**src/hw/bst_pkg.sv**
```systemverilog
// Package: register map, field layout, timing and carrier types
package bst_pkg;
	// ************************************************************
	// Register offsets (byte addresses)
	// ************************************************************
	localparam logic [31:0] BST_OFS_IRQ_ACK    = 32'h4000_0018;
	localparam logic [31:0] BST_OFS_SLOT_CNT   = 32'h4000_001c;
	localparam logic [31:0] BST_OFS_FINE_CNT   = 32'h4000_0020;
	localparam logic [31:0] BST_OFS_ADDR_LOW   = 32'h4000_0024;
	localparam logic [31:0] BST_OFS_ADDR_HIGH  = 32'h4000_0028;
	localparam logic [31:0] BST_OFS_RX_PTR     = 32'h4000_002c;
	localparam logic [31:0] BST_OFS_SLP_CTRL   = 32'h4000_0030;
	localparam logic [31:0] BST_OFS_SLP_TARGET = 32'h4000_0034;
	localparam logic [31:0] BST_OFS_SLP_DUR    = 32'h4000_0038;
	localparam logic [31:0] BST_OFS_WAKE_TIME  = 32'h4000_003c;
	localparam logic [31:0] BST_OFS_FINE_CORR  = 32'h4000_0040;
	localparam logic [31:0] BST_OFS_SLOT_CORR  = 32'h4000_0044;
	localparam logic [31:0] BST_OFS_IRQ_STAT   = 32'h4000_0048;
	localparam logic [31:0] BST_OFS_IRQ_MASK   = 32'h4000_004c;
	localparam logic [31:0] BST_OFS_SAMPLE     = 32'h4000_0064;
	// ************************************************************
	// Field positions
	// ************************************************************
	localparam int BST_ACK_SLEEP   = 2;
	localparam int BST_ACK_RX      = 1;
	localparam int BST_ACK_TICK    = 0;
	localparam int BST_PRIV_BIT    = 16;
	localparam int BST_EXT_DIS_BIT = 31;
	localparam int BST_STAT_BIT    = 15;
	localparam int BST_SW_WAKE_BIT = 4;
	localparam int BST_CORR_BIT    = 3;
	localparam int BST_SLP_ON_BIT  = 2;
	localparam int BST_LEAD_LSB    = 10;
	localparam int BST_LEAD_W      = 11;
	localparam int BST_MASKED_LSB  = 16;
	localparam int BST_SAMPLE_BIT  = 0;
	localparam int BST_SLOT_W      = 27;
	localparam int BST_FINE_W      = 10;
	localparam int BST_RXPTR_W     = 15;
	// ************************************************************
	// Reset values and timing
	// ************************************************************
	localparam logic [31:0] BST_RST_ZERO  = 32'h0000_0000;
	localparam logic [2:0]  BST_RST_MASK  = 3'h7;
	localparam int          BST_CLK_NS    = 100;
	localparam int          BST_US_NS     = 1000;
	localparam int          BST_SLOT_US   = 625;
	localparam int          BST_US_CYCLES = BST_US_NS / BST_CLK_NS;
	// ************************************************************
	// Types
	// ************************************************************
	typedef enum logic [1:0] {
		BST_ACTIVE = 2'b00,
		BST_ENTER  = 2'b01,
		BST_SLEEP  = 2'b10,
		BST_LEAVE  = 2'b11
	} bst_state_type;

	typedef struct packed {
		logic        cyc;
		logic        stb;
		logic        we;
		logic [31:0] adr;
		logic [3:0]  sel;
		logic [31:0] dat;
	} bst_wb_req_type;
endpackage : bst_pkg

```
**src/hw/bst_regs.sv**
```systemverilog
// Link-layer sleep, time base and address registers on classic Wishbone
//
// Implementation choice: register access over Wishbone.
`timescale 1ns/1ns
// How it works
// - Writing one to ack bit 2 clears raw and masked sleep-end flags.
// - Writing one to ack bit 1 clears raw and masked receive flags.
// - Writing one to ack bit 0 clears raw and masked tick flags.
// - 27-bit slot counter snapshot refreshes on every sample trigger write.
// - 10-bit fine counter snapshot refreshes on every sample trigger write.
// - Lower 32 device address bits held read/write, reset zero.
// - Upper 16 address bits plus private flag in bit 16.
// - Exchange table start in 31:16, receive chain start in 14:0.
// - Control bit 31 set makes the core ignore external wake-up.
// - Status bit 15 is one only while the low-power clock runs alone.
// - Writing one to bit 4 in deep sleep wakes the core, self-clears.
// - Writing one to bit 3 after wake applies correction, restarts counters.
// - Bit 2 requests deep sleep; cleared when sleep status falls.
// - 32-bit target count of low-power cycles sets sleep length.
// - Duration counter clears at sleep start, counts low-power cycles, holds.
// - Wake interrupt rises lead-time low-power cycles before sleep timer expiry.
module bst_regs #(
	parameter int FINE_PERIOD_US = 625
) (
	// Clock and reset
	input  wire logic                    clk_i,
	input  wire logic                    rst_i,
	// Wishbone slave
	input  wire bst_pkg::bst_wb_req_type wb_req_i,
	output logic                         wb_ack_o,
	output logic [31:0]                  wb_dat_o,
	// Events and pins
	input  wire logic                    rx_done_i,
	input  wire logic                    lp_clk_i,
	input  wire logic                    ext_wake_i,
	// Sleep control and interrupt outputs
	output logic                         lp_clk_sel_o,
	output logic                         lowpower_wake_irq_o,
	output logic                         irq_pending_o
);
	import bst_pkg::*;

	if (FINE_PERIOD_US < 1 || FINE_PERIOD_US >= (1 << BST_FINE_W)) begin : g_chk
		$error("FINE_PERIOD_US must fit the fine counter");
	end

	localparam logic [BST_FINE_W-1:0] FINE_LAST = BST_FINE_W'(FINE_PERIOD_US - 1);
	localparam logic [3:0]            US_LAST   = 4'(BST_US_CYCLES - 1);

	// ************************************************************
	// Byte-lane merge, used by every writable register
	// ************************************************************
	function automatic logic [31:0] merge(input logic [31:0] old_v,
		input logic [31:0] new_v, input logic [3:0] sel);
		logic [31:0] r;
		r = old_v;
		for (int i = 0; i < 4; i++) begin
			if (sel[i]) begin
				r[8*i +: 8] = new_v[8*i +: 8];
			end
		end
		return r;
	endfunction : merge

	// ************************************************************
	// Storage
	// ************************************************************
	logic                  ack_reg;
	logic [31:0]           rdat_reg;
	logic [31:0]           addr_low_reg;
	logic [16:0]           addr_high_reg;
	logic [15:0]           et_ptr_reg;
	logic [BST_RXPTR_W-1:0] rx_ptr_reg;
	logic                  ext_dis_reg;
	logic                  sw_wake_reg;
	logic                  corr_reg;
	logic                  sleep_req_reg;
	logic [1:0]            irq_en_reg;
	logic [31:0]           target_reg;
	logic [31:0]           dur_reg;
	logic [BST_LEAD_W-1:0] lead_reg;
	logic [BST_FINE_W-1:0] fine_corr_reg;
	logic [BST_SLOT_W-1:0] slot_corr_reg;
	logic [2:0]            raw_reg;
	logic [2:0]            mask_reg;
	logic [3:0]            us_reg;
	logic [BST_FINE_W-1:0] fine_reg;
	logic [BST_SLOT_W-1:0] slot_reg;
	logic [BST_FINE_W-1:0] fine_snap_reg;
	logic [BST_SLOT_W-1:0] slot_snap_reg;
	logic                  cnt_en_reg;
	logic                  lp_s1_reg;
	logic                  lp_s2_reg;
	logic                  lp_s3_reg;
	logic                  ext_s1_reg;
	logic                  ext_s2_reg;
	logic                  wake_irq_reg;
	bst_state_type         state_reg;
	bst_state_type         state_next;

	// ************************************************************
	// Bus decode
	// ************************************************************
	wire        req_new  = wb_req_i.cyc && wb_req_i.stb && !ack_reg;
	wire        wr_en    = req_new && wb_req_i.we;
	wire [31:0] adr      = wb_req_i.adr;
	wire [31:0] wdat     = merge(BST_RST_ZERO, wb_req_i.dat, wb_req_i.sel);
	wire        wr_ack   = wr_en && adr == BST_OFS_IRQ_ACK;
	wire        wr_ctrl  = wr_en && adr == BST_OFS_SLP_CTRL;
	wire        wr_samp  = wr_en && adr == BST_OFS_SAMPLE && wdat[BST_SAMPLE_BIT];
	wire [2:0]  ack_bits = wr_ack ? wdat[2:0] : 3'h0;
	wire        in_sleep = state_reg == BST_SLEEP;
	wire        slp_stat = state_reg == BST_SLEEP || state_reg == BST_LEAVE;

	// ************************************************************
	// Time base
	// ************************************************************
	wire us_wrap   = us_reg == US_LAST;
	wire fine_wrap = us_wrap && fine_reg == FINE_LAST;
	wire tick_set  = cnt_en_reg && fine_wrap;
	wire lp_edge   = lp_s2_reg && !lp_s3_reg;
	wire [31:0] dur_inc  = dur_reg + 32'h1;
	wire [31:0] remain   = target_reg - dur_reg;
	wire        ext_wake = ext_s2_reg && !ext_dis_reg;
	wire        expired  = lp_edge && dur_inc >= target_reg;
	wire        wake_now = sw_wake_reg || ext_wake || expired;
	wire        slp_set  = state_reg == BST_LEAVE && lp_edge;
	wire [2:0]  ev_set   = {slp_set, rx_done_i, tick_set};
	wire [2:0]  masked   = raw_reg & mask_reg;
	wire        lead_hit = target_reg > dur_reg && remain <= 32'(lead_reg);

	// ************************************************************
	// Sleep sequencer
	// ************************************************************
	always_comb begin
		state_next = state_reg;
		unique case (state_reg)
			BST_ACTIVE: if (sleep_req_reg) begin
				state_next = BST_ENTER;
			end
			BST_ENTER: if (lp_edge) begin
				state_next = BST_SLEEP;
			end
			BST_SLEEP: if (wake_now) begin
				state_next = BST_LEAVE;
			end
			BST_LEAVE: if (lp_edge) begin
				state_next = BST_ACTIVE;
			end
		endcase
	end

	// ************************************************************
	// Read mux
	// ************************************************************
	function automatic logic [31:0] rd_mux(input logic [31:0] a);
		logic [31:0] r;
		r = BST_RST_ZERO;
		unique case (a)
			BST_OFS_SLOT_CNT:   r = 32'(slot_snap_reg);
			BST_OFS_FINE_CNT:   r = 32'(fine_snap_reg);
			BST_OFS_ADDR_LOW:   r = addr_low_reg;
			BST_OFS_ADDR_HIGH:  r = 32'(addr_high_reg);
			BST_OFS_RX_PTR:     r = {et_ptr_reg, 1'b0, rx_ptr_reg};
			BST_OFS_SLP_CTRL:   r = {ext_dis_reg, 15'h0, slp_stat, 10'h0,
				sw_wake_reg, corr_reg, sleep_req_reg, irq_en_reg};
			BST_OFS_SLP_TARGET: r = target_reg;
			BST_OFS_SLP_DUR:    r = dur_reg;
			BST_OFS_WAKE_TIME:  r = {11'h0, lead_reg, 10'h0};
			BST_OFS_FINE_CORR:  r = 32'(fine_corr_reg);
			BST_OFS_SLOT_CORR:  r = 32'(slot_corr_reg);
			BST_OFS_IRQ_STAT:   r = {13'h0, masked, 13'h0, raw_reg};
			BST_OFS_IRQ_MASK:   r = 32'(mask_reg);
			default:            r = BST_RST_ZERO;
		endcase
		return r;
	endfunction : rd_mux

	// ************************************************************
	// Bus slave: one wait state, unmapped reads zero
	// ************************************************************
	always_ff @(posedge clk_i) begin
		if (rst_i) begin
			ack_reg  <= 1'b0;
			rdat_reg <= BST_RST_ZERO;
		end else begin
			ack_reg  <= req_new;
			rdat_reg <= req_new && !wb_req_i.we ? rd_mux(adr) : BST_RST_ZERO;
		end
	end

	// ************************************************************
	// Plain storage registers
	// ************************************************************
	always_ff @(posedge clk_i) begin
		if (rst_i) begin
			addr_low_reg  <= BST_RST_ZERO;
			addr_high_reg <= '0;
			et_ptr_reg    <= '0;
			rx_ptr_reg    <= '0;
			target_reg    <= BST_RST_ZERO;
			lead_reg      <= '0;
			fine_corr_reg <= '0;
			slot_corr_reg <= '0;
			mask_reg      <= BST_RST_MASK;
		end else if (wr_en) begin
			unique case (adr)
				BST_OFS_ADDR_LOW:   addr_low_reg  <= merge(addr_low_reg, wb_req_i.dat,
					wb_req_i.sel);
				BST_OFS_ADDR_HIGH:  addr_high_reg <= 17'(merge(32'(addr_high_reg),
					wb_req_i.dat, wb_req_i.sel));
				BST_OFS_RX_PTR: begin
					et_ptr_reg <= 16'(merge(32'(et_ptr_reg) << 16, wb_req_i.dat,
						wb_req_i.sel) >> 16);
					rx_ptr_reg <= BST_RXPTR_W'(merge(32'(rx_ptr_reg), wb_req_i.dat,
						wb_req_i.sel));
				end
				BST_OFS_SLP_TARGET: target_reg    <= merge(target_reg, wb_req_i.dat,
					wb_req_i.sel);
				BST_OFS_WAKE_TIME:  lead_reg      <= wdat[BST_LEAD_LSB +: BST_LEAD_W];
				BST_OFS_FINE_CORR:  fine_corr_reg <= wdat[BST_FINE_W-1:0];
				BST_OFS_SLOT_CORR:  slot_corr_reg <= wdat[BST_SLOT_W-1:0];
				BST_OFS_IRQ_MASK:   mask_reg      <= wdat[2:0];
				default:            mask_reg      <= mask_reg;
			endcase
		end
	end

	// ************************************************************
	// Sleep control bits
	// ************************************************************
	always_ff @(posedge clk_i) begin
		if (rst_i) begin
			ext_dis_reg   <= 1'b0;
			irq_en_reg    <= 2'h0;
			sleep_req_reg <= 1'b0;
			sw_wake_reg   <= 1'b0;
			corr_reg      <= 1'b0;
		end else begin
			if (wr_ctrl) begin
				ext_dis_reg <= wdat[BST_EXT_DIS_BIT];
				irq_en_reg  <= wdat[1:0];
			end
			// Set wins over the hardware clear in the same cycle
			if (wr_ctrl && wdat[BST_SLP_ON_BIT]) begin
				sleep_req_reg <= 1'b1;
			end else if (wr_ctrl) begin
				sleep_req_reg <= 1'b0;
			end else if (slp_set) begin
				sleep_req_reg <= 1'b0;
			end
			// A wake written outside sleep has nothing to act on
			if (wr_ctrl && wdat[BST_SW_WAKE_BIT] && in_sleep) begin
				sw_wake_reg <= 1'b1;
			end else if (!in_sleep) begin
				sw_wake_reg <= 1'b0;
			end
			corr_reg <= wr_ctrl && wdat[BST_CORR_BIT]
				&& state_reg == BST_ACTIVE;
		end
	end

	// ************************************************************
	// Interrupt flags and sleep sequencer state
	// ************************************************************
	always_ff @(posedge clk_i) begin
		if (rst_i) begin
			raw_reg      <= 3'h0;
			state_reg    <= BST_ACTIVE;
			dur_reg      <= BST_RST_ZERO;
			wake_irq_reg <= 1'b0;
		end else begin
			raw_reg      <= (raw_reg & ~ack_bits) | ev_set;
			state_reg    <= state_next;
			wake_irq_reg <= in_sleep && irq_en_reg != 2'h0 && lead_hit;
			if (state_reg == BST_ENTER && lp_edge) begin
				dur_reg <= BST_RST_ZERO;
			end else if (in_sleep && lp_edge) begin
				dur_reg <= dur_inc;
			end
		end
	end

	// ************************************************************
	// Pin synchronisers
	// ************************************************************
	always_ff @(posedge clk_i) begin
		if (rst_i) begin
			lp_s1_reg  <= 1'b0;
			lp_s2_reg  <= 1'b0;
			lp_s3_reg  <= 1'b0;
			ext_s1_reg <= 1'b0;
			ext_s2_reg <= 1'b0;
		end else begin
			lp_s1_reg  <= lp_clk_i;
			lp_s2_reg  <= lp_s1_reg;
			lp_s3_reg  <= lp_s2_reg;
			ext_s1_reg <= ext_wake_i;
			ext_s2_reg <= ext_s1_reg;
		end
	end

	// ************************************************************
	// Fine and slot counters; frozen from sleep until correction
	// ************************************************************
	always_ff @(posedge clk_i) begin
		if (rst_i) begin
			us_reg        <= 4'h0;
			fine_reg      <= '0;
			slot_reg      <= '0;
			cnt_en_reg    <= 1'b1;
			fine_snap_reg <= '0;
			slot_snap_reg <= '0;
		end else begin
			if (wr_samp) begin
				fine_snap_reg <= fine_reg;
				slot_snap_reg <= slot_reg;
			end
			if (state_reg == BST_ENTER && lp_edge) begin
				cnt_en_reg <= 1'b0;
			end else if (corr_reg) begin
				cnt_en_reg <= 1'b1;
				fine_reg   <= fine_corr_reg;
				slot_reg   <= slot_corr_reg;
				us_reg     <= 4'h0;
			end else if (cnt_en_reg) begin
				us_reg <= us_wrap ? 4'h0 : us_reg + 4'h1;
				if (fine_wrap) begin
					fine_reg <= '0;
					slot_reg <= slot_reg + 1'b1;
				end else if (us_wrap) begin
					fine_reg <= fine_reg + 1'b1;
				end
			end
		end
	end

	assign wb_ack_o            = ack_reg;
	assign wb_dat_o            = rdat_reg;
	assign lp_clk_sel_o        = slp_stat;
	assign lowpower_wake_irq_o = wake_irq_reg;
	assign irq_pending_o       = |masked;
endmodule : bst_regs
```
**config.mk**
```make
export PLATFORM = sky130hd
export DESIGN_NAME = bst_regs
export DESIGN_NICKNAME = d
export VERILOG_FILES = /design/src/hw/bst_pkg.sv /design/src/hw/bst_regs.sv
export SDC_FILE = /design/constraint.sdc
export NUM_CORES = 1
export LEC_CHECK = 0
export BUFFER_PORTS_ARGS = -buffer_cell sky130_fd_sc_hd__buf_2
export CORE_UTILIZATION = 30
export DETAILED_ROUTE_END_ITERATION = 16
export PLACE_DENSITY_LB_ADDON = 0.2
export SLEW_MARGIN = 20
export SYNTH_ARGS = -nofsm -noshare
export SYNTH_HDL_FRONTEND = slang
export SYNTH_SLANG_ARGS = --single-unit
```
**constraint.sdc**
```tcl
create_clock -name clk_i -period 11.2 [get_ports clk_i]
set_clock_uncertainty 0.05 [all_clocks]
set_input_delay 0.56 -clock clk_i [delete_from_list [all_inputs] [get_ports clk_i]]
set_output_delay 0.56 -clock clk_i [all_outputs]
set_load 0.02 [all_outputs]
```
==> key figures <==
Floorplanning
  – Die Area: 59000 µm²
  – Die H: between 200 and 250 µm
  – I/O pin total: around 110
  – Die width: 243 µm
  – Core region area: 56800 µm²
  – Initial Util: 0.306
  – FP Rows: 87

Yosys
  – FFs w/ async S/R, synth: 0
  – Netlist cell types: 67
  – Area contributors post-synth: dfxtp_1 37%, mux2i_1 7.0%, ha_1 6.1%
  – Mean area per synthesized cell: 8.17 µm²
  – Syn_nets: 2293
  – Post-synth EDFFs: 0
  – Post-synthesis register bit count: 324
  – Synth area leader: dfxtp_1
  – Syn Inst Count: 2131
  – Mapped cell area: 17400 µm²
  – Top cell type's share of synthesized area: 0.372
  – Most common flop cell mapped by yosys: dfxtp_1
  – Sequential cell area fraction in the yosys report: 0.372
  – Synth Warn #: 0

Critical path
  – Worst Path Required: 11.64 ns
  – Worst setup SP type: flop
  – Crit-path max cell delay: 0.57 ns
  – Crit path cell chain: ha_1 -> nand3_1 -> nor3_1 -> nand3_1 -> nor4_2 -> and3_1 -> and3_1 -> nand3_1 -> xnor2_1 -> ha_1 -> nor2b_1 -> o21ai_0 -> o2111ai_1 -> a21o_1 -> o221ai_1 -> mux2i_1
  – CP most frequent cell: nand3_1
  – Critical path's top delay family: simple AND/OR/NAND/NOR gates
  – Max FO, Critical Path: 7
  – WP data arrival: 5.12 ns
  – Critical path buffers and inverters: 0
  – Setup Crit Path Kind: reg -> reg
  – CP endpoint kind: flop
  – Worst path slowest cell: nor3_1
  – R2r setup slk: about 6.5 ns

Clock network
  – Sink Count: 324
  – Post-CTS Resized: 0
  – Worst-Skew Late Latency: about 0.59 ns
  – # hold bufs at CTS: 0
  – CTS tree: built
  – CTS Buf Count: 41
  – Post-CTS Setup Bufs: 0
  – H-tree lvl count: 2
  – Clock slew at reported path FFs: 0.06 ns
  – Bufs on Longest Clock Path: 3
  – Root Buffer: clkbuf_16

Global route
  – Vias in the first global route: 15100
  – Antenna violations before repair: 5
  – GRT Resource Usage Total: 0.205
  – First-pass GRT wire length: 94200 µm
  – Largest net degree at the start of global routing: 99
  – GRT overflow: 0

STA
  – RSZ-0062 raised after global routing: no
  – WHS: approximately 0.15 ns
  – Fmax achieved: 214 MHz
  – Sum of negative setup slack: 0 ns
  – Setup-failing EPs final: 0
  – Final slew viol count: 0
  – Period minus WS final: 4.67 ns
  – Final Hold Viols: 0
  – Slew headroom: 0.237
  – Worst Max-Slew Pin Slew: between 1 and 1.5 ns
  – Smallest setup slack after layout: 6.53 ns
  – Crit share post-route: 0.417

Placed design
  – RePlAce Congestion: 0.851
  – DP HPWL: between 40000 and 50000 µm
  – Number of port buffers: 111
  – Placed cell areas: approximately 19000 µm²
  – Post-place setup slack: 6.44 ns

Finish
  – Leading cell type in the layout, fill and taps excluded: dfxtp_1
  – Fill count: 5962
  – Final nets: 2327
  – Fin area: 19900 µm²
  – Layout cell share with drive strength beyond 1: 0.110
  – Synthesis-to-layout area growth: 14.3%
  – Commonest cells after routing, fill and taps aside: 323 x dfxtp_1, 268 x nor2_1, 209 x nand2_1

Pwr
  – LEAKAGE: ~7.3 nW
  – Switching share of power: 0.239
  – Clock power frac: 0.519
  – Internal power: 1.94 mW
  – Combinational Power Share: 0.028
  – Pwr Density: roughly 130 nW/µm²
  – Peak VDD IR: 0.0956 mV
  – Switching power total: a little over 600 µW
  – Reg power frac: 0.453

Drt
  – WL/cell: about 21 µm
  – Post-DR vias/cell: 5.39
  – Drt first pass iters: 8
  – Starting DRC count in detailed routing: approximately 1500
  – Final WL: between 60000 and 70000 µm
  – Drc violations: 0
  – Vias: 15900
  – Routed Antenna Nets: 0

Worst hold path
  – Hold Crit Class: in -> reg

Status
  – Run status: finished, final reports clean

Run
  – MaxCap Viol Count: 0
==> layout make-up <==
| type | count | area (µm²) | share of cell area |
|---|---|---|---|
| tap | 756 | 946 | 0.0475 |
| sequential | 324 | 6490 | 0.326 |
| multi-input combinational | 1571 | 10000 | 0.504 |
| clock buffer | 56 | 1170 | 0.0589 |
| inverter | 99 | 372 | 0.0187 |
| clock inverter | 19 | 189 | 0.00949 |
| antenna | 3 | 7.51 | 0.000377 |
| timing repair buffer | 128 | 692 | 0.0348 |
==> final timing paths <==
kind | from | cells after the start | to
worst max-delay path | dur_reg[1] | 16 | state_reg[0]
worst min-delay path | lp_clk_i | 2 | lp_s1_reg
worst max register to register | dur_reg[1] | 16 | state_reg[0]
worst min register to register | lp_s1_reg | 1 | lp_s2_reg
==> cell usage after synthesis, types with 6 or more instances <==
| cell | count |
|---|---|
| nor2b_1 | 22 |
| nor4_1 | 14 |
| a211oi_1 | 19 |
| ha_1 | 85 |
| xor2_1 | 10 |
| nand2_1 | 209 |
| nand3_1 | 93 |
| o21a_1 | 12 |
| a21oi_1 | 197 |
| a21o_1 | 14 |
| o22ai_1 | 11 |
| mux2_2 | 11 |
| a22oi_1 | 44 |
| nand2b_1 | 16 |
| xnor2_1 | 61 |
| clkbuf_1 | 120 |
| and4_1 | 8 |
| or3_1 | 11 |
| dfxtp_1 | 324 |
| mux2i_1 | 121 |
| nand4_1 | 35 |
| nor2_1 | 270 |
| a32o_1 | 9 |
| and3_1 | 21 |
| and2_1 | 11 |
| a31oi_1 | 31 |
| buf_2 | 12 |
| nor3_1 | 20 |
| inv_1 | 99 |
| or2_2 | 9 |
| o31ai_1 | 7 |
| o21ai_0 | 69 |
| a222oi_1 | 48 |
| nor3_2 | 6 |
| a211o_1 | 9 |
==> power groups by stage <==
stage               Clock, mW  Sequential [mW]  Combinational (mW)
detailed placement          0             1.18              0.0705
floorplan                   0             1.18              0.0322
finish                   1.32             1.16              0.0708
global route             1.40             1.16              0.0756
global placement            0             1.18              0.0695
CTS                      1.35             1.16              0.0705
==> worst register-to-register path, cell delays in order (launching register included) <==
cell and delay [ns]:
dfxtp_1 0.48, ha_1 0.26, nand3_1 0.16, nor3_1 0.57, nand3_1 0.43, nor4_2 0.54
and3_1 0.27, and3_1 0.27, nand3_1 0.12, xnor2_1 0.14, ha_1 0.28, nor2b_1 0.13
o21ai_0 0.13, o2111ai_1 0.14, a21o_1 0.25, o221ai_1 0.14, mux2i_1 0.22
==> per-layer routing <==
layer	share of wire	track usage
met1	0.47	0.291
met2	0.45	0.326
met3	0.054	0.0238
met4	0.020	0.0544
met5	0	0
==> kinds of logic (layout without fill, tap and decap cells) <==
family          count (synthesis)  in the layout  synth area share
compound gates                510            510             0.191
flops                         324            324             0.372
other cells                     0              3                 0
xor+xnor                       71             71            0.0357
buf+inv                       236            302            0.0522
simple gates                  768            768             0.205
mux                           136            136            0.0818
fa+ha+maj                      86             86            0.0622
==> metrics by stage <==
step / power [mW] / util / cells
6_report: 2.55 / 0.350 / 2956
5_1_grt: 2.63 / 0.350 / 2953
3_5_place_dp: 1.25 / 0.326 / 2878
3_3_place_gp: 1.25 / 0.326 / 2878
2_1_floorplan: 1.21 / - / 2131
4_1_cts: 2.58 / 0.350 / 2953
(Power assumes the default switching activity.)
